**src/include/tcc_pkg.sv**
```systemverilog
// package for the wide timer control and capture block: map, fields, state
package tcc_pkg;
	// register indices as printed, byte address is four times the index
	localparam logic [7:0] IDX_CONTROL    = 8'h02;
	localparam logic [7:0] IDX_RELOAD_LO  = 8'h06;
	localparam logic [7:0] IDX_RELOAD_HI  = 8'h07;
	localparam logic [7:0] IDX_CAP16_LO   = 8'h08;
	localparam logic [7:0] IDX_CAP16_HI   = 8'h09;
	localparam logic [7:0] IDX_CAP8_LO    = 8'h0a;
	localparam logic [7:0] IDX_CAP8_HI    = 8'h0b;
	localparam logic [7:0] IDX_MODE       = 8'h0c;
	localparam logic [7:0] ADDR_CONTROL   = {IDX_CONTROL[5:0], 2'h0};
	localparam logic [7:0] ADDR_RELOAD_LO = {IDX_RELOAD_LO[5:0], 2'h0};
	localparam logic [7:0] ADDR_RELOAD_HI = {IDX_RELOAD_HI[5:0], 2'h0};
	localparam logic [7:0] ADDR_CAP16_LO  = {IDX_CAP16_LO[5:0], 2'h0};
	localparam logic [7:0] ADDR_CAP16_HI  = {IDX_CAP16_HI[5:0], 2'h0};
	localparam logic [7:0] ADDR_CAP8_LO   = {IDX_CAP8_LO[5:0], 2'h0};
	localparam logic [7:0] ADDR_CAP8_HI   = {IDX_CAP8_HI[5:0], 2'h0};
	localparam logic [7:0] ADDR_MODE      = {IDX_MODE[5:0], 2'h0};
	// control register field positions
	localparam int BIT_RUN      = 7;
	localparam int BIT_SINGLE   = 6;
	localparam int BIT_TIMEOUT  = 5;
	localparam int BIT_CLK_HI   = 4;
	localparam int BIT_CLK_LO   = 3;
	localparam int BIT_CAP_MASK = 2;
	localparam int BIT_TO_MASK  = 1;
	localparam int BIT_ROUTE    = 0;
	localparam int BIT_DEMOD    = 0;
	// values after reset and fixed counts
	localparam logic [7:0]  RST_BYTE    = 8'h00;
	localparam logic [15:0] COUNT_FULL  = 16'hffff;
	localparam logic [15:0] COUNT_ZERO  = 16'h0000;
	localparam logic [2:0]  PRESC_RST   = 3'h0;
	localparam logic [1:0]  RESP_OKAY   = 2'h0;
	localparam logic [1:0]  RESP_SLVERR = 2'h2;

	// control bits as held in hardware
	typedef struct packed {
		logic       run;
		logic       single;
		logic       timeout;
		logic [1:0] presc_sel;
		logic       cap_mask;
		logic       to_mask;
		logic       route;
	} tcc_ctrl_s;

	// capture strobes from the narrow counter engine
	typedef struct packed {
		logic [7:0] count;
		logic       cap_high;
		logic       cap_low;
	} tcc_narrow_s;

	// whole state of the block
	typedef struct packed {
		tcc_ctrl_s   ctrl;
		logic        demod;
		logic [7:0]  reload_hi;
		logic [7:0]  reload_lo;
		logic [15:0] cap16;
		logic [7:0]  cap8_hi;
		logic [7:0]  cap8_lo;
		logic [15:0] count;
		logic [2:0]  presc;
		logic [2:0]  sync;
		logic        level;
		logic        armed;
		logic        wide_out;
		logic        pin;
		logic        cap_irq;
		logic        to_irq;
		logic        aw_got;
		logic        w_got;
		logic [7:0]  waddr;
		logic [7:0]  wdata;
		logic        wstrb0;
		logic        bvalid;
		logic [1:0]  bresp;
		logic        rvalid;
		logic [1:0]  rresp;
		logic [7:0]  rdata;
	} tcc_state_s;
endpackage : tcc_pkg

```
**src/rtl/tcc_timer16.sv**
```systemverilog
// wide timer control, reload hold and capture registers behind an axi4-lite slave
// Functional notes
// - narrow high capture holds count while input one
// - narrow low capture holds count while input zero
// - wide high capture holds captured upper byte
// - wide low capture holds captured lower byte
// - writes to capture registers change nothing
// - reload high byte readable and writable
// - run bit starts, stops, reads state
// - bit six: single/modulo or edge ignore
// - timeout flag set by hardware, write-one clears
// - bits four-three select clock divide one-eight
// - bit two gates capture interrupt request
// - bit one gates timeout interrupt request
// - bit zero routes timer output to pin
// - some fields survive stop-mode recovery
// - modulo reloads, single pass stops at terminal
// - demodulation wraps zero to ffff, flags timeout
//
// Our own choice: the AXI4-Lite register port.
`timescale 1ns/1ns
module tcc_timer16 (
	input  wire logic               aclk,
	input  wire logic               aresetn,
	input  wire logic [7:0]         s_axi_awaddr,
	input  wire logic [2:0]         s_axi_awprot,
	input  wire logic               s_axi_awvalid,
	output logic                    s_axi_awready,
	input  wire logic [31:0]        s_axi_wdata,
	input  wire logic [3:0]         s_axi_wstrb,
	input  wire logic               s_axi_wvalid,
	output logic                    s_axi_wready,
	output logic [1:0]              s_axi_bresp,
	output logic                    s_axi_bvalid,
	input  wire logic               s_axi_bready,
	input  wire logic [7:0]         s_axi_araddr,
	input  wire logic [2:0]         s_axi_arprot,
	input  wire logic               s_axi_arvalid,
	output logic                    s_axi_arready,
	output logic [31:0]             s_axi_rdata,
	output logic [1:0]              s_axi_rresp,
	output logic                    s_axi_rvalid,
	input  wire logic               s_axi_rready,
	input  wire tcc_pkg::tcc_narrow_s narrow_in,
	input  wire logic               demod_in,
	input  wire logic               stop_recover,
	input  wire logic               port_out_data,
	output logic                    timer_output_pin,
	output logic                    wide_out,
	output logic                    capture_irq_req,
	output logic                    timeout_irq_req
);
	tcc_pkg::tcc_state_s s;          // registered state
	tcc_pkg::tcc_state_s next_s;     // next value of the state
	logic                tick;       // one-cycle count enable
	logic [2:0]          sel_mask;   // prescaler compare mask
	logic                edge_seen;  // filtered input change
	logic                stable;     // second and third sync stages agree
	logic                terminal;   // counter at terminal count on a tick
	logic                cap_take;   // wide capture this cycle
	logic                to_set;     // timeout event this cycle
	logic                to_clr;     // software clears timeout
	logic                wr_fire;    // register write performed this cycle
	logic                wr_ctrl;    // write hits the control register
	logic                rd_fire;    // read address taken this cycle
	logic [7:0]          rd_byte;    // decoded read data
	logic                rd_hit;     // read address is mapped
	logic                wr_hit;     // write address is mapped

	// handshake outputs are combinational from state
	assign s_axi_awready    = !s.aw_got && !s.bvalid;
	assign s_axi_wready     = !s.w_got && !s.bvalid;
	assign s_axi_arready    = !s.rvalid;
	assign s_axi_bvalid     = s.bvalid;
	assign s_axi_bresp      = s.bresp;
	assign s_axi_rvalid     = s.rvalid;
	assign s_axi_rresp      = s.rresp;
	assign s_axi_rdata      = {24'h000000, s.rdata};
	assign timer_output_pin = s.pin;
	assign wide_out         = s.wide_out;
	assign capture_irq_req  = s.cap_irq;
	assign timeout_irq_req  = s.to_irq;

	// next-state logic: sync, prescaler, counter, captures, bus slave
	always_comb begin
		next_s   = s;
		tick     = 1'b0;
		sel_mask = 3'h0;
		edge_seen = 1'b0;
		stable   = 1'b0;
		terminal = 1'b0;
		cap_take = 1'b0;
		to_set   = 1'b0;
		to_clr   = 1'b0;
		wr_fire  = 1'b0;
		wr_ctrl  = 1'b0;
		rd_fire  = 1'b0;
		rd_byte  = tcc_pkg::RST_BYTE;
		rd_hit   = 1'b1;
		wr_hit   = 1'b1;
		next_s.cap_irq = 1'b0;
		next_s.to_irq  = 1'b0;

		// input synchroniser; stage 0 feeds stage 1 only
		// an edge is believed only when the last two stages agree, so a
		// metastable first stage never produces an edge on its own
		next_s.sync = {s.sync[1:0], demod_in};
		stable      = (s.sync[1] == s.sync[2]);
		edge_seen   = stable && (s.sync[2] != s.level);
		if (edge_seen) begin
			next_s.level = s.sync[2];
		end

		// prescaler free runs; tick when the low bits all reach one
		// a start clears it so the first tick always comes a full period later
		unique case (s.ctrl.presc_sel)
			2'h0: sel_mask = 3'h0;
			2'h1: sel_mask = 3'h1;
			2'h2: sel_mask = 3'h3;
			2'h3: sel_mask = 3'h7;
		endcase
		next_s.presc = s.presc + 3'h1;
		tick = ((s.presc & sel_mask) == sel_mask);

		// counting engine
		if (s.ctrl.run) begin
			if (s.demod) begin
				// bit six set ignores edges once armed; the first edge still starts
				// the measurement, otherwise the counter could never run or time out
				if (edge_seen && !(s.ctrl.single && s.armed)) begin
					if (s.armed) begin
						cap_take     = 1'b1;
						next_s.cap16 = ~s.count;
						next_s.count = tcc_pkg::COUNT_FULL;
					end else begin
						// first edge only arms and starts from full
						next_s.armed = 1'b1;
						next_s.count = tcc_pkg::COUNT_FULL;
					end
				end else if (tick && s.armed) begin
					if (s.count == tcc_pkg::COUNT_ZERO) begin
						// wrap keeps measuring; software sees the flag
						next_s.count = tcc_pkg::COUNT_FULL;
						to_set       = 1'b1;
					end else begin
						next_s.count = s.count - 16'h0001;
					end
				end
			end else if (tick) begin
				if (s.count == tcc_pkg::COUNT_ZERO) begin
					terminal        = 1'b1;
					to_set          = 1'b1;
					next_s.wide_out = !s.wide_out;
					if (s.ctrl.single) begin
						next_s.ctrl.run = 1'b0;
					end else begin
						next_s.count = {s.reload_hi, s.reload_lo};
					end
				end else begin
					next_s.count = s.count - 16'h0001;
				end
			end
		end

		// narrow engine captures pass straight into their registers
		if (narrow_in.cap_high) begin
			next_s.cap8_hi = narrow_in.count;
		end
		if (narrow_in.cap_low) begin
			next_s.cap8_lo = narrow_in.count;
		end

		// interrupt requests are single-cycle and gated by their masks
		next_s.cap_irq = cap_take && s.ctrl.cap_mask;
		next_s.to_irq  = to_set && s.ctrl.to_mask;

		// write channels are taken independently, in either order
		// each half is held until its partner arrives; the response waits for both
		if (s_axi_awvalid && s_axi_awready) begin
			next_s.aw_got = 1'b1;
			next_s.waddr  = s_axi_awaddr;
		end
		if (s_axi_wvalid && s_axi_wready) begin
			next_s.w_got  = 1'b1;
			next_s.wdata  = s_axi_wdata[7:0];
			next_s.wstrb0 = s_axi_wstrb[0];
		end

		// write is performed once both halves are held
		wr_fire = s.aw_got && s.w_got && !s.bvalid;
		if (wr_fire) begin
			next_s.aw_got = 1'b0;
			next_s.w_got  = 1'b0;
			next_s.bvalid = 1'b1;
			wr_ctrl       = (s.waddr == tcc_pkg::ADDR_CONTROL) && s.wstrb0;
			unique case (s.waddr)
				tcc_pkg::ADDR_CONTROL: begin
					if (s.wstrb0) begin
						// starting loads the reload value and restarts the divider
						if (s.wdata[tcc_pkg::BIT_RUN] && !s.ctrl.run) begin
							next_s.count = {s.reload_hi, s.reload_lo};
							next_s.presc = tcc_pkg::PRESC_RST;
							next_s.armed = 1'b0;
						end
						next_s.ctrl.run       = s.wdata[tcc_pkg::BIT_RUN];
						next_s.ctrl.single    = s.wdata[tcc_pkg::BIT_SINGLE];
						to_clr                = s.wdata[tcc_pkg::BIT_TIMEOUT];
						next_s.ctrl.presc_sel = s.wdata[tcc_pkg::BIT_CLK_HI:tcc_pkg::BIT_CLK_LO];
						next_s.ctrl.cap_mask  = s.wdata[tcc_pkg::BIT_CAP_MASK];
						next_s.ctrl.to_mask   = s.wdata[tcc_pkg::BIT_TO_MASK];
						next_s.ctrl.route     = s.wdata[tcc_pkg::BIT_ROUTE];
					end
				end
				tcc_pkg::ADDR_RELOAD_HI: begin
					if (s.wstrb0) begin
						next_s.reload_hi = s.wdata;
					end
				end
				tcc_pkg::ADDR_RELOAD_LO: begin
					if (s.wstrb0) begin
						next_s.reload_lo = s.wdata;
					end
				end
				tcc_pkg::ADDR_MODE: begin
					if (s.wstrb0) begin
						next_s.demod = s.wdata[tcc_pkg::BIT_DEMOD];
						next_s.armed = 1'b0;
					end
				end
				// captured data cannot be overwritten by software
				tcc_pkg::ADDR_CAP16_LO, tcc_pkg::ADDR_CAP16_HI,
				tcc_pkg::ADDR_CAP8_LO, tcc_pkg::ADDR_CAP8_HI: begin
					wr_hit = 1'b1;
				end
				default: begin
					wr_hit = 1'b0;
				end
			endcase
			next_s.bresp = wr_hit ? tcc_pkg::RESP_OKAY : tcc_pkg::RESP_SLVERR;
		end
		if (s.bvalid && s_axi_bready) begin
			next_s.bvalid = 1'b0;
		end

		// hardware set wins over a software clear in the same cycle
		next_s.ctrl.timeout = (s.ctrl.timeout && !to_clr) || to_set;

		// read decode answers one cycle after the address is taken
		// the decode runs every cycle, only the address handshake latches it
		unique case (s_axi_araddr)
			tcc_pkg::ADDR_CONTROL:   rd_byte = s.ctrl;
			tcc_pkg::ADDR_RELOAD_HI: rd_byte = s.reload_hi;
			tcc_pkg::ADDR_RELOAD_LO: rd_byte = s.reload_lo;
			tcc_pkg::ADDR_CAP16_LO:  rd_byte = s.cap16[7:0];
			tcc_pkg::ADDR_CAP16_HI:  rd_byte = s.cap16[15:8];
			tcc_pkg::ADDR_CAP8_LO:   rd_byte = s.cap8_lo;
			tcc_pkg::ADDR_CAP8_HI:   rd_byte = s.cap8_hi;
			tcc_pkg::ADDR_MODE:      rd_byte = {7'h00, s.demod};
			default: begin
				rd_byte = tcc_pkg::RST_BYTE;
				rd_hit  = 1'b0;
			end
		endcase
		rd_fire = s_axi_arvalid && s_axi_arready;
		if (rd_fire) begin
			next_s.rvalid = 1'b1;
			next_s.rdata  = rd_byte;
			next_s.rresp  = rd_hit ? tcc_pkg::RESP_OKAY : tcc_pkg::RESP_SLVERR;
		end else if (s.rvalid && s_axi_rready) begin
			next_s.rvalid = 1'b0;
		end

		// stop-mode recovery clears only the power-on fields
		// divide select, capture mask and the flag are left alone on purpose
		if (stop_recover) begin
			next_s.ctrl.run     = 1'b0;
			next_s.ctrl.to_mask = 1'b0;
			next_s.ctrl.route   = 1'b0;
		end

		// pin mux is registered so the pin never glitches on a route change
		next_s.pin = s.ctrl.route ? s.wide_out : port_out_data;
	end

	// state register with synchronous reset
	always_ff @(posedge aclk) begin
		if (!aresetn) begin
			s       <= '0;
			s.count <= tcc_pkg::COUNT_FULL;
		end else begin
			s <= next_s;
		end
	end

	// rule checks; grouped together after the state register, each carries its tag
	a_narrow_high: assert property (@(posedge aclk) disable iff (!aresetn)
		narrow_in.cap_high |=> s.cap8_hi == $past(narrow_in.count))
		else $error("narrow high capture lost");
	a_narrow_low: assert property (@(posedge aclk) disable iff (!aresetn)
		narrow_in.cap_low |=> s.cap8_lo == $past(narrow_in.count))
		else $error("narrow low capture lost");
	a_wide_capture: assert property (@(posedge aclk) disable iff (!aresetn)
		cap_take |=> s.cap16 == ~$past(s.count) && s.count == tcc_pkg::COUNT_FULL)
		else $error("wide capture value wrong");
	a_cap_write_ignored: assert property (@(posedge aclk) disable iff (!aresetn)
		wr_fire && s.waddr == tcc_pkg::ADDR_CAP16_HI && !cap_take |=> $stable(s.cap16))
		else $error("capture changed by write");
	a_run_start: assert property (@(posedge aclk) disable iff (!aresetn)
		wr_ctrl && s.wdata[tcc_pkg::BIT_RUN] && !s.ctrl.run && !stop_recover
		|=> s.ctrl.run && s.count == {s.reload_hi, s.reload_lo})
		else $error("start did not load counter");
	a_timeout_clear: assert property (@(posedge aclk) disable iff (!aresetn)
		wr_ctrl && s.wdata[tcc_pkg::BIT_TIMEOUT] |=> s.ctrl.timeout == $past(to_set))
		else $error("timeout flag clear wrong");
	a_presc_ratio: assert property (@(posedge aclk) disable iff (!aresetn)
		(tick && s.ctrl.presc_sel == 2'h1) ##1 (s.ctrl.presc_sel == 2'h1 && !wr_fire)
		|-> !tick ##1 tick)
		else $error("divide by two ratio wrong");
	a_mod_reload: assert property (@(posedge aclk) disable iff (!aresetn)
		terminal && !s.ctrl.single && !wr_fire
		|=> s.count == {s.reload_hi, s.reload_lo} && s.ctrl.timeout)
		else $error("modulo reload missing");
	a_single_stop: assert property (@(posedge aclk) disable iff (!aresetn)
		terminal && s.ctrl.single && !wr_ctrl |=> !s.ctrl.run)
		else $error("single pass did not stop");
	a_demod_wrap: assert property (@(posedge aclk) disable iff (!aresetn)
		s.demod && s.ctrl.run && s.armed && tick && s.count == tcc_pkg::COUNT_ZERO
		&& !edge_seen && !wr_fire |=> s.count == tcc_pkg::COUNT_FULL && s.ctrl.timeout)
		else $error("demodulation wrap wrong");
	a_irq_gate: assert property (@(posedge aclk) disable iff (!aresetn)
		s.cap_irq |-> $past(s.ctrl.cap_mask) && $past(cap_take))
		else $error("capture request without mask");
	a_to_irq_gate: assert property (@(posedge aclk) disable iff (!aresetn)
		$past(to_set) && $past(s.ctrl.to_mask) |-> s.to_irq)
		else $error("timeout request missing");
	a_pin_route: assert property (@(posedge aclk) disable iff (!aresetn)
		s.ctrl.route |=> s.pin == $past(s.wide_out))
		else $error("pin not routed to timer");
	a_recover_keep: assert property (@(posedge aclk) disable iff (!aresetn)
		stop_recover && !wr_fire |=> !s.ctrl.run && $stable(s.ctrl.presc_sel)
		&& $stable(s.ctrl.cap_mask))
		else $error("recovery touched kept fields");
endmodule : tcc_timer16

```
**config.mk**
```make
export PLATFORM = sky130hd
export DESIGN_NAME = tcc_timer16
export DESIGN_NICKNAME = d
export VERILOG_FILES = /design/src/include/tcc_pkg.sv /design/src/rtl/tcc_timer16.sv
export SDC_FILE = /design/constraint.sdc
export NUM_CORES = 1
export LEC_CHECK = 0
export ABC_AREA = 1
export BUFFER_PORTS_ARGS = -buffer_cell sky130_fd_sc_hd__clkbuf_2
export CAP_MARGIN = 0
export CORE_MARGIN = 1
export CORE_UTILIZATION = 51
export DETAILED_ROUTE_END_ITERATION = 10
export MAX_ROUTING_LAYER = met4
export PLACE_DENSITY_LB_ADDON = 0.25
export REMOVE_ABC_BUFFERS = 1
export SYNTH_ARGS = -nofsm -noshare
export SYNTH_HDL_FRONTEND = slang
export SYNTH_SLANG_ARGS = --single-unit
```
**constraint.sdc**
```tcl
create_clock -name aclk -period 2.1 [get_ports aclk]
set_input_delay 0.21 -clock aclk [delete_from_list [all_inputs] [get_ports aclk]]
set_output_delay 0.21 -clock aclk [all_outputs]
set_load 0.02 [all_outputs]
```
==> results_dict.tcl, run 1 <==
set metrics [dict create \
    swShare 0.2573 \
    fin_cells 1243 \
    drv_slew 0 \
    min_path_cells 3 \
    dr.first_iter.drc_count 523 \
    via_count 6467 \
    status "complete, no violations" \
    ios 123 \
    holdCritPathClass "input pin to flip-flop" \
    final_antenna_net_count 0 \
    chipWidth_um 115.4 \
    cap_viol_max_count 0 \
    gp_congestion 0.9722 \
    grt_pass1_vias 5837 \
    overflow 0 \
    syn_area_um2 6560 \
    min_from "narrow_in[5]" \
    synthToLayoutAreaGrowth_pct 13.73 \
    antenna_found_initial 0 \
    synth_fa_ha_area_frac 0.005722 \
    rsz0062_at_grt "no" \
    synth-seq-cells 116 \
    synthMuxAreaShare 0 \
    grt_pass1_wl_um 28390 \
    max_slew.worst_pin.slew_ns 0.6922 \
    post_drt_wl_per_cell_um 14.13 \
    grt_usage 0.2864 \
    drc 0 \
    worstSkewPairLatency_ns 0.42 \
    synthFlopType "dfxtp_1" \
    synthXorXnorAreaFrac 0.002670 \
    p_leak_nw 3.405 \
    synth_cells 999 \
    diodes 0 \
    setup-violations-final 0 \
    ys.warnings.count 0 \
    worst_slew_margin_rel 0.5386 \
    numClockSinks 116 \
    cts_htree_levels 4 \
    ys_seq_area_frac 0.3540 \
    rr_startpoint "s[46]" \
    die-height_um 115.4 \
    synth_edf_count 0 \
    synth_top_family_by_area "simple AND/OR/NAND/NOR gates" \
    post-route-period-util 0.8997 \
    arrival_ns 2.24 \
    post_synth_num_cell_types 42 \
    crit_required_ns 2.45 \
    nets 1139 \
    clk_pin_slew_ns 0.05 \
    internal-power_mw 4.020 \
    drtPass1Iterations 5 \
    clock_skew_ns 0.01309 \
    ir_drop_mv 0.5790 \
    cts_tree "yes" \
    critical_path_class "flip-flop to flip-flop" \
    max_freq_mhz 529.3 \
    synthSimpleGateAreaFrac 0.2993 \
    p_switching_mw 1.393 \
    seqPwrFrac 0.430 \
    placed_cells 1208 \
    routed_via_density 5.203 \
    hold_viol_final 0 \
    worst-r2r-cell-count 13 \
    core_area_um2 12570 \
    cts_inserted_buffers 17 \
    end_kind "flip-flop" \
    cp_max_fo 11 \
    worstReg2RegEnd "s[52]" \
    tns_ns 0 \
    synth_compound_area_frac 0.1980 \
    rows 41 \
    cts-root-buf "clkbuf_16" \
    stdcell_area_um2 7461 \
    drive_gt1_frac 0.1522 \
    dieArea_um2 13320 \
    synth_async_sr_flop_share 0 \
    powerDensity_nw_per_um2 725.5 \
    reg2reg_slack_ns 0.21 \
    start_util 0.5220 \
    port_buffers 63 \
    avgSynthCellArea_um2 6.567 \
    dpl.hpwl_um 12320 \
    grt_max_degree 80 \
    worst_hold_path.endpoint "s[64]" \
    fill_cells 1262 \
    clkPwrFrac 0.496 \
    wl_um 17560 \
    postPlaceCellArea_um2 6890 \
    post-route-min-period_ns 1.889 \
    pwr-share-comb 0.074 \
    startpoint_type "flip-flop" \
    cts_buffer_depth 2 \
]
[worst max path at each step]
stage                           from     to  slack, ns
after floorplan           next_s[41]  s[77]       0.42
final                          s[46]  s[52]       0.21
after CTS                      s[46]  s[58]       0.20
after global routing           s[46]  s[51]       0.05
after detailed placement       s[46]  s[58]       0.20
after global placement         s[46]  s[58]       0.25
[per-layer routing]
metal	vias to the layer above	GRT usage	part of all wire
met1	2890	0.3637	0.46
met3	42	0.05805	0.058
li1	3307	-	-
met5	-	-	0
met4	0	0.1351	0.031
met2	228	0.4359	0.46
[logic make-up after synthesis]
| family | after synthesis |
|---|---|
| and+or+nand+nor | 441 |
| AOI/OAI and AO/OA | 237 |
| buffers and inverters | 199 |
| DFF | 116 |
| adders and majority gates | 3 |
| xor gates and xnor gates | 2 |
| other | 1 |
[cell usage in the layout, fill, tap and decap left out, types with 3 or more instances in the layout]
| cell type | n |
|---|---|
| nand2_1 | 238 |
| inv_1 | 116 |
| dfxtp_1 | 116 |
| nor2_1 | 102 |
| a21oi_1 | 93 |
| o21ai_0 | 74 |
| clkbuf_2 | 63 |
| nand3_1 | 54 |
| o21ai_1 | 27 |
| conb_1 | 26 |
| buf_4 | 19 |
| o22ai_1 | 17 |
| clkbuf_16 | 17 |
| a211oi_1 | 16 |
| inv_2 | 12 |
| nor2_2 | 9 |
| nor3_1 | 8 |
| nand3_2 | 6 |
| clkinv_2 | 6 |
| nand2_2 | 5 |
| nor2_4 | 4 |
| nand4_1 | 3 |
| nor3_2 | 3 |
| ha_1 | 3 |
[worst max-delay path, stage by stage, from the launching register on]
cell     delay, ns
dfxtp_1       0.32
inv_1         0.16
ha_1          0.23
nand3_1       0.11
nor2_2        0.18
nand2_4       0.12
buf_4         0.21
nand3_1       0.11
nand2_1       0.06
nand2_1       0.07
nand2_1       0.05
nand3_1       0.10
nand2_1       0.05
nand2_1       0.05
[state kept, by name, summed over array words and instances (netlist names)]
register	flops
s	98
s_axi_rdata	8
next_s	2
capture_irq_req	1
s_axi_bresp	1
s_axi_bvalid	1
s_axi_rresp	1
s_axi_rvalid	1
timeout_irq_req	1
timer_output_pin	1
wide_out	1
[cell type report]
type                    instances  area [um^2]  area share
clock inverters                13        110.1     0.01476
repair buffers                 84        478.0     0.06406
flip-flops and latches        116         2322      0.3113
well taps                     172        215.2     0.02884
inverters                     130        488.0     0.06540
clock buffers                  19        432.9     0.05802
multi-input cells             709         3415      0.4577
[repair_timing]
item,4_1_cts,5_1_grt
hold buffers,2,0
endpoints found under the hold margin,2,0
endpoints found under the setup margin,0,2
resized for setup,0,0
setup buffers,0,1
[cells in the mapped netlist, types with 2 or more instances]
cell type / count / share of area
nand2_1: 238 / 0.14
dfxtp_1: 116 / 0.35
inv_1: 116 / 0.066
nor2_1: 102 / 0.058
a21oi_1: 93 / 0.071
o21ai_0: 74 / 0.056
nand3_1: 54 / 0.041
buf_4: 36 / 0.041
o21ai_1: 27 / 0.021
clkbuf_1: 19 / 0.011
o22ai_1: 17 / 0.016
a211oi_1: 16 / 0.018
inv_2: 12 / 0.0069
buf_2: 10 / 0.0076
nor2_2: 9 / 0.0086
nor3_1: 8 / 0.0061
nand3_2: 6 / 0.0092
nand2_2: 5 / 0.0048
nor2_4: 4 / 0.0069
buf_6: 3 / 0.0051
ha_1: 3 / 0.0057
nand4_1: 3 / 0.0029
nor3_2: 3 / 0.0046
a211oi_2: 2 / 0.0038
clkinv_1: 2 / 0.0011
nand3b_1: 2 / 0.0023
nor4_4: 2 / 0.0065
o21a_1: 2 / 0.0023
xnor2_1: 2 / 0.0027
[power groups by stage]
stage | registers (mW) | clock network (mW) | logic (mW)
6_report | 2.33 | 2.68 | 0.401
5_1_grt | 2.34 | 2.82 | 0.455
4_1_cts | 2.33 | 2.71 | 0.401
3_5_place_dp | 2.37 | 0 | 0.395
3_3_place_gp | 2.37 | 0 | 0.391
2_1_floorplan | 2.37 | 0 | 0.254
[through the flow]
step | utilization | worst slack, ns | hold WS [ns] | total power, mW
floorplan | - | 0.4164 | 0.3035 | 2.622
global placement | 0.5482 | 0.2481 | 0.3895 | 2.761
detailed placement | 0.5482 | 0.1968 | 0.3989 | 2.766
CTS | 0.5930 | 0.1979 | 0.03371 | 5.441
global route | 0.5936 | 0.04542 | 0.04089 | 5.609
finish | 0.5936 | 0.2107 | 0.04277 | 5.413
Power figures use the tool's default switching activity.
==> run 2, diff against run 1 <==
--- a/config.mk
+++ b/config.mk
@@ -10,6 +10,7 @@
 export CAP_MARGIN = 0
 export CORE_MARGIN = 1
 export CORE_UTILIZATION = 51
+export CTS_CLUSTER_SIZE = 28
 export DETAILED_ROUTE_END_ITERATION = 10
 export MAX_ROUTING_LAYER = met4
 export PLACE_DENSITY_LB_ADDON = 0.25
==> constraint.sdc (replaced) <==
create_clock -name aclk -period 2.2 [get_ports aclk]
set_input_delay 0.22 -clock aclk [delete_from_list [all_inputs] [get_ports aclk]]
set_output_delay 0.22 -clock aclk [all_outputs]
set_load 0.02 [all_outputs]
==> results_dict.tcl, run 2 (synthesized netlist as in run 1, its figures left out) <==
set metrics [dict create \
    cts_inserted_buffers 17 \
    dr.first_iter.drc_count 547 \
    crit_buf_inv 1 \
    cts_tree "yes" \
    drc 0 \
    synthToLayoutAreaGrowth_pct 14.74 \
    cap_viol_max_count 0 \
    cts_resized 0 \
    worst-r2r-cell-count 13 \
    rr_startpoint "s[45]" \
    drv_slew 0 \
    post-route-min-period_ns 1.948 \
    cts-root-buf "clkbuf_16" \
    final_antenna_net_count 0 \
    hold_buffers 2 \
    die-height_um 115.4 \
    postPlaceCellArea_um2 6883 \
    rsz0062_at_grt "no" \
    top_register "s" \
    grt_pass1_vias 5649 \
    stdcell_area_um2 7527 \
    setup-violations-final 0 \
    startpoint_type "flip-flop" \
    cts_htree_levels 4 \
    crit_top_cell "nand2_1" \
    dieArea_um2 13320 \
    diodes 0 \
    tns_ns 0 \
    via_count 6463 \
    grt_usage 0.2865 \
    max_slew.worst_pin.slew_ns 0.5802 \
    reg2reg_slack_ns 0.25 \
    fin_cells 1239 \
    worstReg2RegEnd "s[49]" \
    clk_pin_slew_ns 0.05 \
    critical-path-slowest-cell "dfxtp_1" \
    critical_path_class "flip-flop to flip-flop" \
    arrival_ns 2.26 \
    ir_drop_mv 0.6150 \
    post-cts-setup-buffers 0 \
    hold_viol_final 0 \
    placed_cells 1207 \
    final_common_cell "nand2_1" \
    post-route-period-util 0.8855 \
    drtPass1Iterations 6 \
    grt_pass1_wl_um 28470 \
    clock_skew_ns 0.007840 \
    largest_register_ffs 98 \
    antenna_found_initial 0 \
    start_util 0.5220 \
    p_leak_nw 3.429 \
    post_drt_wl_per_cell_um 14.22 \
    routed_via_density 5.216 \
    crit_family "simple AND/OR/NAND/NOR gates" \
    crit_required_ns 2.52 \
    min_from "narrow_in[8]" \
    slowest_delay_ns 0.33 \
    nets 1137 \
    wl_um 17620 \
    drive_gt1_frac 0.1490 \
    chipWidth_um 115.4 \
    core_area_um2 12570 \
    worst_slew_margin_rel 0.6123 \
    worstSkewPairLatency_ns 0.42 \
    rows 41 \
    max_freq_mhz 513.3 \
    min_path_cells 3 \
    grt_max_degree 58 \
    holdCritPathClass "input pin to flip-flop" \
    fin_util 0.5989 \
    cp_max_fo 14 \
    ios 123 \
    cts_buffer_depth 2 \
    status "complete, no violations" \
    worst_hold_path.endpoint "s[67]" \
    crit_chain "inv_1, ha_1, nand3_1, nor2_2, nand2_4, nor2_8, nand2_1, nand2_1, nand2_1, nand2_1, nand3_1, nand2_1, nand2_1" \
    mostFrequentLayoutCells "nand2_1 (238), inv_1 (116), dfxtp_1 (116)" \
    dpl.hpwl_um 12350 \
    end_kind "flip-flop" \
    overflow 0 \
    whs_ns 0.04083 \
    numClockSinks 116 \
    port_buffers 63 \
    powerDensity_nw_per_um2 738.3 \
    gp_congestion 0.9781 \
]
run 2: how the worst max path moves through the flow:
stage	startpoint	end	slack, ns	cells past startpoint
6_report	s[45]	s[49]	0.25	13
5_1_grt	s[45]	s[55]	0.02	13
4_1_cts	s[45]	s[49]	0.28	13
3_5_place_dp	s[45]	s[49]	0.30	13
3_3_place_gp	s[45]	s[58]	0.31	13
2_1_floorplan	next_s[41]	s[77]	0.52	5
run 2: power breakdown:
| part | internal, mW | switching, mW | total [mW] | leakage [nW] |
|---|---|---|---|---|
| Combinational | 0.116 | 0.267 | 0.383 | 2.18 |
| Sequential | 2.17 | 0.0470 | 2.22 | 0.946 |
| Clock | 1.97 | 0.982 | 2.95 | 0.302 |
| Total | 4.26 | 1.30 | 5.56 | 3.43 |
run 2: through the flow:
stage          power [mW]  setup WS (ns)
3_5_place_dp        2.639         0.3011
2_1_floorplan       2.503         0.5164
3_3_place_gp        2.632         0.3147
4_1_cts             5.586         0.2837
5_1_grt             5.732        0.02106
6_report            5.557         0.2519
run 2: cell type report:
class                      instances  area, um^2
fill                            1231        5041
multi-input combinational        709        3415
sequential                       116        2322
inverter                         130       488.0
clock buffer                      22       474.2
timing repair buffer              82       462.9
tap                              172       215.2
clock inverter                     8       150.1
run 2: worst min-delay path: cells and delay by family:
family / cells / cell delay, ns
buffers and inverters: 1 / 0.09
AND/OR/NAND/NOR: 2 / 0.12
run 2: routing by layer:
metal | wire length, um | vias up | global-route usage | part of all wire
met1 | 7822 | 2866 | 0.3645 | 0.44
met3 | 1299 | 41 | 0.06067 | 0.074
met2 | 7964 | 267 | 0.4343 | 0.45
met5 | 0 | - | - | 0
li1 | - | 3289 | - | -
met4 | 531 | 0 | 0.1325 | 0.030
==> run 3, diff against run 2 <==
--- a/config.mk
+++ b/config.mk
@@ -6,10 +6,11 @@
 export NUM_CORES = 1
 export LEC_CHECK = 0
 export ABC_AREA = 1
-export BUFFER_PORTS_ARGS = -buffer_cell sky130_fd_sc_hd__clkbuf_2
+export BUFFER_PORTS_ARGS = -buffer_cell sky130_fd_sc_hd__buf_2
 export CAP_MARGIN = 0
 export CORE_MARGIN = 1
 export CORE_UTILIZATION = 51
+export CTS_BUF_LIST = sky130_fd_sc_hd__clkbuf_8
 export CTS_CLUSTER_SIZE = 28
 export DETAILED_ROUTE_END_ITERATION = 10
 export MAX_ROUTING_LAYER = met4
==> results_dict.tcl, run 3 (synthesized netlist as in run 1, its figures left out) <==
set metrics [dict create \
    pwr-share-comb 0.081 \
    p_switching_mw 1.243 \
    status "complete, no violations" \
    gp_congestion 0.9394 \
    whs_ns 0.02391 \
    grt_pass1_vias 5777 \
    post-route-period-util 0.8927 \
    max_freq_mhz 509.2 \
    final_antenna_net_count 0 \
    fin_cells 1246 \
    setup-violations-final 0 \
    clkPwrFrac 0.464 \
    numClockSinks 116 \
    swShare 0.2555 \
    drc 0 \
    ir_drop_mv 0.7473 \
    cts_htree_levels 4 \
    dieArea_um2 13320 \
    place_ws_ns 0.3012 \
    dpl.hpwl_um 12320 \
    dr.first_iter.drc_count 544 \
    routed_via_density 5.186 \
    crit_chain "inv_1, ha_1, nand3_1, nor2_2, nand2_4, inv_2, nand3_1, nand2_1, nand2_1, nand2_1, nand3_1, nand2_1, nand2_1" \
    drv_slew 0 \
    clk_pin_slew_ns 0.08 \
    post_drt_wl_per_cell_um 14.28 \
    hold_viol_final 0 \
    rows 41 \
    overflow 0 \
    largest_register_ffs 98 \
    diodes 0 \
    slowest_delay_ns 0.33 \
    tns_ns 0 \
    critical_path_class "flip-flop to flip-flop" \
    ios 123 \
    die-height_um 115.4 \
    synthToLayoutAreaGrowth_pct 13.06 \
    antenna_found_initial 0 \
    startpoint_type "flip-flop" \
    core_area_um2 12570 \
    cts-root-buf "clkbuf_8" \
    crit_top_cell "nand2_1" \
    holdCritPathClass "input pin to flip-flop" \
    cts_inserted_buffers 17 \
    cp_max_fo 14 \
    powerDensity_nw_per_um2 656.0 \
    via_count 6462 \
    cts_buffer_depth 2 \
    chipWidth_um 115.4 \
    start_util 0.5220 \
    drive_gt1_frac 0.1508 \
    max_slew.worst_pin.slew_ns 0.6434 \
    stdcell_area_um2 7417 \
    grt_pass1_wl_um 28680 \
    worstSkewPairLatency_ns 0.45 \
    fin_util 0.5901 \
    crit_required_ns 2.55 \
    grt_max_degree 80 \
    crit_buf_inv 2 \
    clock_skew_ns 0.01305 \
    drtPass1Iterations 8 \
    rsz0062_at_grt "no" \
    post-route-min-period_ns 1.964 \
    postPlaceCellArea_um2 6895 \
    nets 1142 \
    fill_cells 1224 \
    mostFrequentLayoutCells "nand2_1 (238), inv_1 (117), dfxtp_1 (116)" \
    seqPwrFrac 0.455 \
    cap_viol_max_count 0 \
    total_power_mw 4.866 \
    internal-power_mw 3.622 \
    placed_cells 1207 \
    p_leak_nw 3.385 \
    worst_slew_margin_rel 0.5706 \
    cts_tree "yes" \
    arrival_ns 2.31 \
    critical-path-slowest-cell "dfxtp_1" \
    grt_usage 0.2890 \
    end_kind "flip-flop" \
    port_buffers 63 \
    wl_um 17790 \
    top_register "s" \
    cts_resized 0 \
    setup_ws_ns 0.2361 \
    crit_family "simple AND/OR/NAND/NOR gates" \
    final_common_cell "nand2_1" \
]
==> run 3: layout make-up <==
type | instances | area [um^2] | area share
Clock buffer | 20 | 275.3 | 0.03711
Tap cell | 172 | 215.2 | 0.02901
Timing Repair Buffer | 87 | 525.5 | 0.07085
Clock inverter | 12 | 176.4 | 0.02379
Multi-Input combinational cell | 709 | 3415 | 0.4604
Sequential cell | 116 | 2322 | 0.3131
Inverter | 130 | 488.0 | 0.06579
==> run 3: path summary, 6_finish.rpt <==
| kind | startpoint | endpoint | slack, ns | cells past startpoint |
|---|---|---|---|---|
| worst min register to register | next_s[40] | next_s[41] | 0.41 | 2 |
| worst max-delay path | s[46] | s[58] | 0.24 | 13 |
| worst min-delay path | narrow_in[7] | s[66] | 0.02 | 3 |
| worst max register to register | s[46] | s[58] | 0.24 | 13 |
==> run 3: tightest hold or removal path, cell delays in order <==
cell,delay [ns]
buf_2,0.09
nor2_1,0.04
nor2_1,0.08
==> run 3: power by group through the flow <==
stage,Sequential (mW),Combinational (mW),Clock (mW)
after floorplan,2.26,0.243,0
after detailed placement,2.26,0.379,0
final,2.22,0.392,2.26
after CTS,2.22,0.391,2.28
after global placement,2.26,0.374,0
after global routing,2.22,0.444,2.37
==> run 3: what timing repair did <==
item	4_1_cts	5_1_grt
hold buffers	7	0
buffers inserted	0	0
endpoints found under the hold margin	8	0
setup endpoints to repair	0	0
==> run 3: routing by layer <==
metal  wire (um)  global-route usage  up-vias
li1            -                   -     3317
met1        7940              0.3654     2880
met2        8129              0.4375      224
met3        1246             0.07374       41
met4         476              0.1203        0
met5           0                   -        -
